## src/shared/exec_pkg.sv

```systemverilog
// Constants, types and the arithmetic helper shared by the accumulator execution block.
`default_nettype none

package exec_pkg;

	localparam logic [7:0] CMD_OFF      = 8'h00;
	localparam logic [7:0] ACC_OFF      = 8'h04;
	localparam logic [7:0] FLAGS_OFF    = 8'h08;
	localparam logic [7:0] SP_OFF       = 8'h0C;
	localparam logic [7:0] STATUS_OFF   = 8'h10;
	localparam logic [7:0] MEM_ADDR_OFF = 8'h14;
	localparam logic [7:0] MEM_DATA_OFF = 8'h18;

	localparam int         CMD_OP_LSB   = 0;
	localparam int         CMD_OPND_LSB = 8;
	localparam int         STATUS_BUSY  = 0;

	localparam logic [7:0] ACC_RST      = 8'h00;
	localparam logic [3:0] FLAGS_RST    = 4'h0;
	localparam logic [7:0] SP_RST       = 8'h00;
	localparam logic [7:0] MADDR_RST    = 8'h00;
	localparam logic [7:0] SP_STEP      = 8'h02;

	typedef enum logic [4:0] {
		OP_IDXM_ST, OP_IDXM_LD, OP_XCH, OP_PUSHAF, OP_POPAF,
		OP_ADD_AI, OP_ADD_AM, OP_ADD_MA, OP_ADDC_AM, OP_ADDC_MA, OP_ADDC_A, OP_ADDC_M,
		OP_NADD_AM, OP_NADD_MA, OP_SUB_AI, OP_SUB_AM, OP_SUB_MA
	} op_e;

	typedef enum logic [1:0] {st_idle, st_issue, st_use, st_finish} state_e;

	typedef enum logic [1:0] {ysel_mem, ysel_imm, ysel_acc, ysel_zero} ysel_e;

	typedef struct packed {
		logic ov;
		logic ac;
		logic c;
		logic z;
	} flags_s;

	typedef struct packed {
		flags_s     flags;
		logic [7:0] res;
	} alu_s;

	typedef struct packed {
		logic [7:0] operand;
		logic [2:0] spare;
		op_e        op;
	} cmd_s;

	typedef struct packed {
		logic  arith;
		logic  mem_first;
		ysel_e ysel;
		logic  use_c;
		logic  is_sub;
		logic  dest_mem;
	} ctrl_s;

	// Subtraction is done as x plus the inverted y plus one, so both carries come out inverted as borrows.
	function automatic alu_s alu_calc(input logic [7:0] x, input logic [7:0] y, input logic cin,
		input logic is_sub);
		logic [7:0] ya;
		logic       ci;
		logic [4:0] lo;
		logic [4:0] hi;
		alu_s       r;
		ya         = is_sub ? ~y : y;
		ci         = is_sub ? 1'b1 : cin;
		lo         = {1'b0, x[3:0]} + {1'b0, ya[3:0]} + {4'h0, ci};
		hi         = {1'b0, x[7:4]} + {1'b0, ya[7:4]} + {4'h0, lo[4]};
		r.res      = {hi[3:0], lo[3:0]};
		r.flags.c  = hi[4] ^ is_sub;
		r.flags.ac = lo[4] ^ is_sub;
		r.flags.ov = (x[7] ^ ya[7] ^ r.res[7]) ^ hi[4];
		r.flags.z  = (r.res == 8'h00);
		return r;
	endfunction : alu_calc

endpackage : exec_pkg

`default_nettype wire

```

## src/accum_exec.sv

```systemverilog
// Accumulator execution datapath with its data memory, driven over APB.
`timescale 1ns/1ps
`default_nettype none

module accum_exec
	import exec_pkg::*;
#(
	parameter int AW = 8
) (
	input  wire logic        pclk,
	input  wire logic        presetn,
	input  wire logic        psel,
	input  wire logic        penable,
	input  wire logic        pwrite,
	input  wire logic [7:0]  paddr,
	input  wire logic [31:0] pwdata,
	output logic      [31:0] prdata,
	output logic             pready,
	output logic             pslverr
);

	if (AW < 2 || AW > 8)
	begin : g_bad_aw
		$error("accum_exec: AW must lie between 2 and 8.");
	end

	state_e          state_reg;
	state_e          state_next;
	cmd_s            cmd_reg;
	logic [7:0]      acc_reg;
	logic [7:0]      acc_next;
	flags_s          flags_reg;
	flags_s          flags_next;
	logic [7:0]      sp_reg;
	logic [7:0]      sp_next;
	logic [7:0]      maddr_reg;
	logic            ack_reg;
	logic [31:0]     prdata_reg;

	logic            mem_we;
	logic [AW-1:0]   mem_waddr;
	logic [7:0]      mem_wdata;
	logic [AW-1:0]   mem_raddr;
	logic [7:0]      mem_rdata;

	function automatic logic [AW-1:0] addr_of(input logic [7:0] v);
		return v[AW-1:0];
	endfunction : addr_of

	// Operand routing for each arithmetic command.
	function automatic ctrl_s op_ctrl(input op_e op);
		ctrl_s c;
		c = '{arith: 1'b1, mem_first: 1'b0, ysel: ysel_mem, use_c: 1'b0, is_sub: 1'b0, dest_mem: 1'b0};
		unique case (op)
			OP_IDXM_ST, OP_IDXM_LD, OP_XCH, OP_PUSHAF, OP_POPAF: c.arith = 1'b0;
			OP_ADD_AI:  c.ysel = ysel_imm;
			OP_ADD_AM:  c.ysel = ysel_mem;
			OP_ADD_MA:  c.dest_mem = 1'b1;
			OP_ADDC_AM: c.use_c = 1'b1;
			OP_ADDC_MA:
			begin
				c.use_c    = 1'b1;
				c.dest_mem = 1'b1;
			end
			OP_ADDC_A:
			begin
				c.ysel  = ysel_zero;
				c.use_c = 1'b1;
			end
			OP_ADDC_M:
			begin
				c.mem_first = 1'b1;
				c.ysel      = ysel_zero;
				c.use_c     = 1'b1;
				c.dest_mem  = 1'b1;
			end
			OP_NADD_AM:
			begin
				c.mem_first = 1'b1;
				c.ysel      = ysel_acc;
				c.is_sub    = 1'b1;
			end
			OP_NADD_MA:
			begin
				c.is_sub   = 1'b1;
				c.dest_mem = 1'b1;
			end
			OP_SUB_AI:
			begin
				c.ysel   = ysel_imm;
				c.is_sub = 1'b1;
			end
			OP_SUB_AM:  c.is_sub = 1'b1;
			OP_SUB_MA:
			begin
				c.mem_first = 1'b1;
				c.ysel      = ysel_acc;
				c.is_sub    = 1'b1;
				c.dest_mem  = 1'b1;
			end
		endcase
		return c;
	endfunction : op_ctrl

	// Bus decode. Every transfer has one wait state so that read data can come from a flip-flop.
	wire logic busy      = (state_reg != st_idle);
	wire logic sel_cmd   = (paddr == CMD_OFF);
	wire logic sel_acc   = (paddr == ACC_OFF);
	wire logic sel_flags = (paddr == FLAGS_OFF);
	wire logic sel_sp    = (paddr == SP_OFF);
	wire logic sel_stat  = (paddr == STATUS_OFF);
	wire logic sel_maddr = (paddr == MEM_ADDR_OFF);
	wire logic sel_mdata = (paddr == MEM_DATA_OFF);
	wire logic sel_any   = sel_cmd | sel_acc | sel_flags | sel_sp | sel_stat | sel_maddr | sel_mdata;
	wire logic op_legal  = (pwdata[CMD_OP_LSB +: 5] <= 5'(OP_SUB_MA));
	wire logic wr_locked = sel_cmd | sel_acc | sel_flags | sel_sp | sel_mdata;

	// Writing live core state mid-instruction would tear the result, so such writes are refused, as are memory data reads while busy.
	wire logic bus_err = !sel_any
		| (pwrite & busy & wr_locked)
		| (pwrite & sel_cmd & !op_legal)
		| (pwrite & sel_stat)
		| (!pwrite & busy & sel_mdata);

	wire logic access  = psel & penable;
	wire logic apb_wr  = access & ack_reg & pwrite & !bus_err;
	wire logic capture = access & !ack_reg & !pwrite;

	wire logic [31:0] rd_word =
		sel_cmd   ? {16'h0000, cmd_reg} :
		sel_acc   ? {24'h000000, acc_reg} :
		sel_flags ? {28'h0000000, flags_reg} :
		sel_sp    ? {24'h000000, sp_reg} :
		sel_stat  ? {31'h00000000, busy} :
		sel_maddr ? {24'h000000, maddr_reg} :
		sel_mdata ? {24'h000000, mem_rdata} :
		32'h00000000;

	assign pready  = ack_reg;
	assign pslverr = ack_reg & bus_err;
	assign prdata  = prdata_reg;

	// Datapath operands.
	wire op_e        op    = cmd_reg.op;
	wire logic [7:0] opnd  = cmd_reg.operand;
	wire ctrl_s      ctrl  = op_ctrl(op);
	wire logic [7:0] alu_x = ctrl.mem_first ? mem_rdata : acc_reg;
	wire logic [7:0] alu_y =
		(ctrl.ysel == ysel_imm)  ? opnd :
		(ctrl.ysel == ysel_acc)  ? acc_reg :
		(ctrl.ysel == ysel_zero) ? 8'h00 :
		mem_rdata;
	wire logic       alu_ci = ctrl.use_c & flags_reg.c;
	wire alu_s       alu    = alu_calc(alu_x, alu_y, alu_ci, ctrl.is_sub);

	// Sequencer: issue puts the first address on the read port, use sees its byte one cycle later.
	always_comb
	begin
		state_next = state_reg;
		acc_next   = acc_reg;
		flags_next = flags_reg;
		sp_next    = sp_reg;
		mem_we     = apb_wr & sel_mdata;
		mem_waddr  = addr_of(maddr_reg);
		mem_wdata  = pwdata[7:0];
		mem_raddr  = addr_of(maddr_reg);
		if (apb_wr & sel_acc)
		begin
			acc_next = pwdata[7:0];
		end
		if (apb_wr & sel_flags)
		begin
			flags_next = flags_s'(pwdata[3:0]);
		end
		if (apb_wr & sel_sp)
		begin
			sp_next = pwdata[7:0];
		end
		unique case (state_reg)
			st_idle:
			begin
				if (apb_wr & sel_cmd)
				begin
					state_next = st_issue;
				end
			end
			st_issue:
			begin
				state_next = st_use;
				mem_raddr  = addr_of(opnd);
				if (op == OP_PUSHAF)
				begin
					mem_we    = 1'b1;
					mem_waddr = addr_of(sp_reg);
					mem_wdata = acc_reg;
				end
				else if (op == OP_POPAF)
				begin
					sp_next   = sp_reg - SP_STEP;
					mem_raddr = addr_of(sp_reg - SP_STEP);
				end
			end
			st_use:
			begin
				state_next = st_idle;
				if (op == OP_IDXM_ST)
				begin
					// The pointer is the byte read at the operand address; only its low AW bits reach the memory.
					mem_we    = 1'b1;
					mem_waddr = addr_of(mem_rdata);
					mem_wdata = acc_reg;
				end
				else if (op == OP_IDXM_LD)
				begin
					mem_raddr  = addr_of(mem_rdata);
					state_next = st_finish;
				end
				else if (op == OP_XCH)
				begin
					mem_we    = 1'b1;
					mem_waddr = addr_of(opnd);
					mem_wdata = acc_reg;
					acc_next  = mem_rdata;
				end
				else if (op == OP_PUSHAF)
				begin
					mem_we    = 1'b1;
					mem_waddr = addr_of(sp_reg + 8'h01);
					mem_wdata = {4'h0, flags_reg};
					sp_next   = sp_reg + SP_STEP;
				end
				else if (op == OP_POPAF)
				begin
					mem_raddr  = addr_of(sp_reg + 8'h01);
					acc_next   = mem_rdata;
					state_next = st_finish;
				end
				else if (ctrl.arith)
				begin
					flags_next = alu.flags;
					if (ctrl.dest_mem)
					begin
						mem_we    = 1'b1;
						mem_waddr = addr_of(opnd);
						mem_wdata = alu.res;
					end
					else
					begin
						acc_next = alu.res;
					end
				end
			end
			st_finish:
			begin
				state_next = st_idle;
				if (op == OP_IDXM_LD)
				begin
					acc_next = mem_rdata;
				end
				else
				begin
					flags_next = flags_s'(mem_rdata[3:0]);
				end
			end
		endcase
	end

	always_ff @(posedge pclk or negedge presetn)
	begin
		if (!presetn)
		begin
			state_reg <= st_idle;
			acc_reg   <= ACC_RST;
			flags_reg <= flags_s'(FLAGS_RST);
			sp_reg    <= SP_RST;
		end
		else
		begin
			state_reg <= state_next;
			acc_reg   <= acc_next;
			flags_reg <= flags_next;
			sp_reg    <= sp_next;
		end
	end

	always_ff @(posedge pclk or negedge presetn)
	begin
		if (!presetn)
		begin
			cmd_reg   <= cmd_s'(16'h0000);
			maddr_reg <= MADDR_RST;
		end
		else
		begin
			if (apb_wr & sel_cmd)
			begin
				cmd_reg <= cmd_s'(pwdata[15:0]);
			end
			if (apb_wr & sel_maddr)
			begin
				maddr_reg <= pwdata[7:0];
			end
		end
	end

	always_ff @(posedge pclk or negedge presetn)
	begin
		if (!presetn)
		begin
			ack_reg    <= 1'b0;
			prdata_reg <= 32'h00000000;
		end
		else
		begin
			ack_reg <= access & !ack_reg;
			if (capture)
			begin
				prdata_reg <= bus_err ? 32'h00000000 : rd_word;
			end
		end
	end

	data_ram #(
		.AW(AW)
	) u_ram (
		.pclk   (pclk),
		.presetn(presetn),
		.we     (mem_we),
		.waddr  (mem_waddr),
		.wdata  (mem_wdata),
		.raddr  (mem_raddr),
		.rdata  (mem_rdata)
	);

endmodule : accum_exec

`default_nettype wire

```

## src/data_ram.sv

```systemverilog
// Byte-wide data memory and stack area with a registered read port.
`timescale 1ns/1ps
`default_nettype none

module data_ram #(
	parameter int AW = 8
) (
	input  wire logic          pclk,
	input  wire logic          presetn,
	input  wire logic          we,
	input  wire logic [AW-1:0] waddr,
	input  wire logic [7:0]    wdata,
	input  wire logic [AW-1:0] raddr,
	output logic      [7:0]    rdata
);

	if (AW < 2 || AW > 8)
	begin : g_bad_aw
		$error("data_ram: AW must lie between 2 and 8.");
	end

	logic [7:0] mem [0:(1 << AW) - 1];

	always_ff @(posedge pclk)
	begin
		if (we)
		begin
			mem[waddr] <= wdata;
		end
	end

	// A write and a read of the same byte in one cycle return the old byte; the swap reads in issue and writes in use.
	always_ff @(posedge pclk or negedge presetn)
	begin
		if (!presetn)
		begin
			rdata <= 8'h00;
		end
		else
		begin
			rdata <= mem[raddr];
		end
	end

endmodule : data_ram

`default_nettype wire
```

## config.mk

```make
export PLATFORM = sky130hd
export DESIGN_NAME = accum_exec
export DESIGN_NICKNAME = d
export VERILOG_FILES = /design/src/shared/exec_pkg.sv /design/src/accum_exec.sv /design/src/data_ram.sv
export SDC_FILE = /design/constraint.sdc
export NUM_CORES = 2
export LEC_CHECK = 0
export ABC_AREA = 1
export BUFFER_PORTS_ARGS = -buffer_cell sky130_fd_sc_hd__clkbuf_2
export CORE_MARGIN = 10
export CORE_UTILIZATION = 45
export DETAILED_ROUTE_END_ITERATION = 7
export GPL_ROUTABILITY_DRIVEN = 0
export PLACE_DENSITY = 0.64
export SKIP_LAST_GASP = 1
export SYNTH_ARGS = -nofsm -noshare
export SYNTH_HDL_FRONTEND = slang
export SYNTH_HIERARCHICAL = 1
export SYNTH_SLANG_ARGS = --single-unit
```

## constraint.sdc

```tcl
create_clock -name pclk -period 14 [get_ports pclk]
set_clock_uncertainty 0.1 [all_clocks]
set_input_delay 2.1 -clock pclk [delete_from_list [all_inputs] [get_ports pclk]]
set_output_delay 2.1 -clock pclk [all_outputs]
set_load 0.005 [all_outputs]
```

# After elaboration in Yosys (flattened, before gate mapping)
# Memories as Yosys holds them, arrays and structs flattened. A register that Yosys moved wholly into a read port is not among the register bits.
# Index checks and enable logic that the tools add are counted.
[totals] ramBits=2048 word_cells=197 mem_count=1 output_inout_bits=34 register_bits=79 input_bits=45
[mem_list] name="u_ram.mem" depth=256 word_bits=8 read_ports=1 rd_clocked_by_memory_dff=1 wr=1 line="data_ram.sv:22" text="logic [7:0] mem [0:(1 << AW) - 1];"
[classes] mux=90 addsub=7 n_reduce_logical=19 n_bitwise=38 n_eq_ne=28 order_cmp=1
[op_table] cell="2-to-1 mux 8 bit" count=50
[op_table] cell="one-hot mux 8 bit (2 select lines)" count=5
[op_table] cell="equality test 5 x 4 -> 1 bit, second input constant" count=8
[op_table] cell="2-to-1 mux 16 bit" count=2
[op_table] cell="2-to-1 mux 4 bit" count=8
[op_table] cell="equality test 8 x 5 -> 1 bit, second input constant" count=3
[op_table] cell="bitwise AND 1 bit" count=21
[op_table] cell="equality test 8 x 4 -> 1 bit, second input constant" count=2
[op_table] cell="zero test 8 bit" count=2
[op_table] cell="equality test 5 x 3 -> 1 bit, second input constant" count=3
[op_table] cell="2-to-1 mux 1 bit" count=15
[op_table] cell="OR reduction 5 bit" count=3
[op_table] cell="2-to-1 mux 2 bit" count=6
[op_table] cell="bitwise OR 1 bit" count=11
[op_table] cell="adder 4 x 4 -> 5 bit" count=2
[op_table] cell="adder 5 x 1 -> 5 bit" count=2
[op_table] cell="equality test 5 x 2 -> 1 bit, second input constant" count=2
[op_table] cell="adder 8 x 1 -> 8 bit, second input constant" count=1
[op_table] cell="adder 8 x 2 -> 8 bit, second input constant" count=1
[op_table] cell="equality test 2 bit, second input constant" count=4
[op_table] cell="equality test 8 x 3 -> 1 bit, second input constant" count=1
[op_table] cell="inverter 8 bit" count=1
[op_table] cell="one-hot mux 2 bit (4 select lines)" count=1
[op_table] cell="one-hot mux 4 bit (2 select lines)" count=1
[op_table] cell="other kinds (16)" count=28

# Depth between registers and ports, before layout
[depth] word_depth=25 mapped_depth=27 mapped_depth_nobuf=24

# Modules after synthesis
# The synthesis kept the hierarchy.
[by_module_without_submodules] mod="data_ram" cells_per_inst=7002 seq_area_each_um2=61699.2 n_inst=1 area_each_um2=83313.7
[by_module_without_submodules] mod="accum_exec" cells_per_inst=1032 seq_area_each_um2=1576.5 n_inst=1 area_each_um2=6423.7

# Least setup slack after synthesis
# Ideal clock, no wire load.
[synth_path] path_type="reg2reg" startpoint="reg cmd_reg (netlist bit op[1])" endpoint="mem u_ram.mem[0][6] (data pin)" path_buffers=1 setup_ns=1.580 arrival_ns=10.737 synth_period_minus_slack_ns=12.416 slack_ns=1.584 required_ns=12.320 path_stages_with_launch=19 cell_sequence="dfrtp_1 -> inv_2 -> nand2_2 -> nor3_4 -> nor2_2 -> o21ai_1 -> clkbuf_1 -> o21ai_0 -> fa_1 -> fa_1 -> o21ai_0 -> fa_1 -> inv_1 -> fa_1 -> xnor2_1 -> nand3_1 -> a21oi_1 -> o21ai_1 -> a21oi_1"
[synth_between] elab_chain_cells=20 word_cells_on_any_way=53 cone_classes="4 x add/sub; 18 x eq/ne; 20 x mux; 2 x bitwise; 9 x reduce/logical"
[synth_lines] element="start, declared" line="accum_exec.sv:29" text="cmd_s cmd_reg;"
[synth_lines] element="start signal, assigned" line="accum_exec.sv:290" text="cmd_reg <= cmd_s'(16'h0000);"
[synth_lines] element="start signal, assigned" line="accum_exec.sv:297" text="cmd_reg <= cmd_s'(pwdata[15:0]);"
[synth_lines] element="equality test 5 bit (tied with other cells)" line="accum_exec.sv:54" text="unique case (op)"
[synth_lines] element="OR reduction 2 bit (no line)"
[synth_lines] element="one-hot mux 2 bit (3 select lines)" line="accum_exec.sv:54"
[synth_lines] element="equality test 2 bit" line="accum_exec.sv:151" text="(ctrl.ysel == ysel_zero) ? 8'h00 :"
[synth_lines] element="2-to-1 mux 8 bit" line="accum_exec.sv:151"
[synth_lines] element="2-to-1 mux 8 bit" line="accum_exec.sv:150" text="(ctrl.ysel == ysel_acc) ? acc_reg :"
[synth_lines] element="2-to-1 mux 8 bit" line="accum_exec.sv:149" text="(ctrl.ysel == ysel_imm) ? opnd :"
[synth_lines] element="inverter 8 bit" line="exec_pkg.sv:69" text="ya = is_sub ? ~y : y;"
[synth_lines] element="(+5 left out)"
[synth_lines] element="2-to-1 mux 8 bit" line="accum_exec.sv:238" text="else if (ctrl.arith)"
[synth_lines] element="2-to-1 mux 8 bit" line="accum_exec.sv:232" text="else if (op == OP_POPAF)"
[synth_lines] element="2-to-1 mux 8 bit" line="accum_exec.sv:225" text="else if (op == OP_PUSHAF)"
[synth_lines] element="2-to-1 mux 8 bit" line="accum_exec.sv:218" text="else if (op == OP_XCH)"
[synth_lines] element="2-to-1 mux 8 bit" line="accum_exec.sv:213" text="else if (op == OP_IDXM_LD)"
[synth_lines] element="2-to-1 mux 8 bit" line="accum_exec.sv:206" text="if (op == OP_IDXM_ST)"
[synth_lines] element="one-hot mux 8 bit (2 select lines) (*)" line="accum_exec.sv:179" text="unique case (state_reg)"
[synth_lines] element="net mem_wdata[6]" line="accum_exec.sv:42" text="logic [7:0] mem_wdata;"
[synth_lines] element="end, declared" line="data_ram.sv:22"
# Mark *: on every way through the listed nets, which the timed path passes. The rest lies on a longest branch.

# Final worst setup path
[layout_path] startpoint="reg cmd_reg (netlist bit op[3])" endpoint="reg u_ram.rdata[1], read port of u_ram.mem"
[layout_between] elab_chain_cells=7 word_cells_on_any_way=13 cone_classes="4 x eq/ne; 8 x mux; 1 x reduce/logical"
[layout_lines] element="equality test 5 x 3 -> 1 bit" line="accum_exec.sv:197, accum_exec.sv:232"
[layout_lines] element="2-to-1 mux 8 bit" line="accum_exec.sv:232"
[layout_lines] element="2-to-1 mux 8 bit" line="accum_exec.sv:225"
[layout_lines] element="2-to-1 mux 8 bit" line="accum_exec.sv:218"
[layout_lines] element="2-to-1 mux 8 bit" line="accum_exec.sv:213"
[layout_lines] element="2-to-1 mux 8 bit" line="accum_exec.sv:206"
[layout_lines] element="one-hot mux 8 bit (2 select lines) (*)" line="accum_exec.sv:179"
[layout_lines] element="net mem_raddr[0]" line="accum_exec.sv:43" text="logic [AW-1:0] mem_raddr;"
[layout_lines] element="end, declared" line="data_ram.sv:14" text="output logic [7:0] rdata"
# Marks and branches as above.
# A chain may end at the register's enable or synchronous reset.

==> impl_results.md <==
* Syn avg cell area at 11.2 um2
* Critical R2R Launch: op[3]
* Outcome: finished clean
* GRT overflow at 0
* Critical Path Source Type: register
* DR pass1 iterations at 8
* Vias after detailed routing at 60900
* Kind of cell adding the most delay to the critical path: simple AND/OR/NAND/NOR gates
* Setup repair after global routing missed its margin: false
* Clock transition time at the flip-flop clock pins of the worst setup and hold paths at about 0.060 ns
* Count of unique library cells instantiated by Yosys at 44
* Clock sink count at 2119
* GRT Util Overall at 21.3%
* Total Nets Final at 7910
* Number of flops mapped to enable cells by yosys at 2048
* Number of cells produced by synthesis at 8034
* Data arrival time of the worst path at 8.40 ns
* Worst hold endpoint: prdata[3]
* Setup slack on the worst flop-to-flop path at 6.27 ns
* Final HPWL DP at 132000 um
* Initial standard-cell utilization of the core at roughly 45%
* Highest Clock Rate at 0.129 GHz
* Worst relative slew slack at 15.2%
* Post-route ant nets at 0
* Bufs and invs on worst path at 4
* Max-slew violation count at 0
* Post-layout instance count excluding filler cells at between 10000 and 15000
* Library cell occupying the most area in the post-synthesis netlist: sky130_fd_sc_hd__edfxtp_1
* Number of cells traversed by the worst register-to-register path at 22
* Most numerous cell types in the synthesized netlist: sky130_fd_sc_hd__nand2_1, sky130_fd_sc_hd__nand3_1, sky130_fd_sc_hd__edfxtp_1, sky130_fd_sc_hd__nor2_1, sky130_fd_sc_hd__buf_2
* Post-synthesis cell area at 89700 um2
* Count of unresolved DRC violations after routing at 0
* Core area at 198000 um2
* Top fanout value on the critical path at 99
* Yosys synthesis warning count at 6
* First-pass GRT wire length at 359000 um
* Largest net degree at the start of global routing at 228
* Total number of H-tree levels at 4
* Setup violators final at 0
* Count leader, synth: sky130_fd_sc_hd__nand2_1
* Number of flip-flops under the largest register name at approximately 2000
* FFs w/ async S/R, synth at under 10%
* Final period util at a little under three fifths
* Source-to-sink clock delay at the later pin of the worst-skew pair at about 0.86 ns
* Total die area at 218000 um2
* Num ports at 79
* Share of post-route cells with drive strength above 1 at 5.98%
* Buffer levels on the longest clock path at 3
* Required arrival time at the worst endpoint at 14.68 ns
* Via count of the first global-routing pass at 56700
* Fraction of post-synthesis cell area in the top cell type by area at 68.5%
* Slowest cell delay on critical path at 0.92 ns
* Number of gates given a new drive strength after cts at 0
* Die Height at 467 um
* Fin Setup TNS at 0 ns
* Endpoint of the lowest-slack register-to-register path: u_ram/rdata[1]
* Worst setup EP type: register
* Final wirelength at 239000 um
* TritonCTS clock tree: done
* Synth area leaders: sky130_fd_sc_hd__edfxtp_1, sky130_fd_sc_hd__nand3_1, sky130_fd_sc_hd__nand2_1, sky130_fd_sc_hd__dfrtp_1, sky130_fd_sc_hd__buf_2
* Initial antenna violation count at 4
* Min Hold Slack at between 0.3 and 0.4 ns
* Min Tclk post-route at 7.73 ns
* Critical-path cell list: nor3_2 > nand2_1 > nand2_1 > inv_1 > nand2_1 > o2111ai_1 > o211ai_1 > nand2_1 > nand2_4 > buf_4 > buf_4 > buf_4 > nand2_1 > nand3_1 > nand3_1 > nand3_1 > nand3_1 > nand3_1 > nand3_1 > nand2_1 > nand2_1 > nand2_1
* Per-cell routed wire length at 22.4 um
* Flip-flop cell with the highest count after synthesis: sky130_fd_sc_hd__edfxtp_1
* Post-CTS setup buffer count at 0
* Startpoint of the lowest-slack hold path: prdata[3]
* Vias per cell at 5.71
* Die boundary width at ~470 um
* Worst min path class: register to register
* Floorplan row count at roughly 160
* Clock tree root driver cell: sky130_fd_sc_hd__clkbuf_16
* # placed instances at between 10000 and 15000
* Post-synthesis register bit count at 2119
* Critical path class: register to register
* Max_cap viols at 0
* Min-Delay Path Depth at 2
* Final core occ at between 40% and 50%
* Most frequent cell on the critical path: sky130_fd_sc_hd__nand2_1
* Hold_buf cts at 0
* Signed area change from the synthesized netlist to the final layout at 9.33%
* Sequential-to-total area share from yosys stat at 70.5%
* Slowest CP cell: sky130_fd_sc_hd__buf_4
* Initial DRC count at 7458
* Port bufs at 46
* Hold Vio Cnt, Final at 0
* Actual transition at the worst max-transition pin at 1.26 ns
* Number of clock buffers inserted by TritonCTS at approximately 210
==> area by class of cell <==
| type | instances | area (um2) |
|---|---|---|
| Fill cell | 17300 | 99700 |
| Sequential cell | 2119 | 63300 |
| Multi-Input combinational cell | 5233 | 23400 |
| Clock buffer | 269 | 5550 |
| Tap cell | 2640 | 3300 |
| Timing Repair Buffer | 130 | 1010 |
| Clock inverter | 122 | 918 |
| Inverter | 155 | 616 |
| Antenna cell | 3 | 7.51 |
==> placed cells by master, fill, tap and decap left out, types with 54 or more instances in the layout <==
cell type	count
sky130_fd_sc_hd__clkinv_1	56
sky130_fd_sc_hd__dfrtp_1	71
sky130_fd_sc_hd__nor2_1	354
sky130_fd_sc_hd__clkbuf_1	54
sky130_fd_sc_hd__buf_4	73
sky130_fd_sc_hd__nand2_1	2409
sky130_fd_sc_hd__a21oi_1	54
sky130_fd_sc_hd__nand3_1	2065
sky130_fd_sc_hd__clkbuf_16	212
sky130_fd_sc_hd__o21ai_0	133
sky130_fd_sc_hd__edfxtp_1	2048
sky130_fd_sc_hd__inv_1	133
==> per-stage QoR <==
stage,instance area (um2),setup slack [ns]
6_report,98100,6.27
4_1_cts,98100,6.52
5_1_grt,98100,5.91
3_5_place_dp,91600,6.55
2_1_floorplan,89800,1.58
3_3_place_gp,91600,6.65
==> routing by layer <==
metal | up-vias | wire length, um | global-route usage (%)
met5 | - | 0 | 0
met4 | 0 | 9190 | 8.24
met3 | 542 | 21900 | 3.77
met2 | 2928 | 108000 | 32.6
met1 | 29500 | 99600 | 30.3
li1 | 27900 | - | -
==> how the worst max path moves through the flow <==
stage	end	depth (start not counted)	from	slack, ns
CTS	u_ram/mem[248][6]	21	op[1]	6.52
global route	u_ram/mem[179][6]	21	op[1]	5.91
floorplan	u_ram/mem[0][6]	18	op[1]	1.58
detailed placement	u_ram/mem[122][6]	21	op[1]	6.55
global placement	u_ram/rdata[1]	24	op[1]	6.65
finish	u_ram/rdata[1]	22	op[3]	6.27
==> cells by family (layout without fill, tap and decap cells) <==
logic type	Yosys count	after routing	share of synthesized area, %
AO/OA/AOI/OAI	285	285	1.79
other	1	19	0.00418
XOR/XNOR	24	24	0.234
buffers and inverters	697	676	3.61
flip-flops	2119	2119	70.5
adder cells (fa/ha/maj)	17	17	0.271
AND/OR/NAND/NOR	4891	4891	23.6
==> tightest hold or removal path: stages, from the launching register on <==
cell                      delay, ns
sky130_fd_sc_hd__dfrtp_1       0.35
sky130_fd_sc_hd__nand2_1       0.05
sky130_fd_sc_hd__nand2_1       0.05
Power is left out: the tool's default activity adds up to more than one toggle a clock period on the data nets, which glitch-free logic cannot reach.
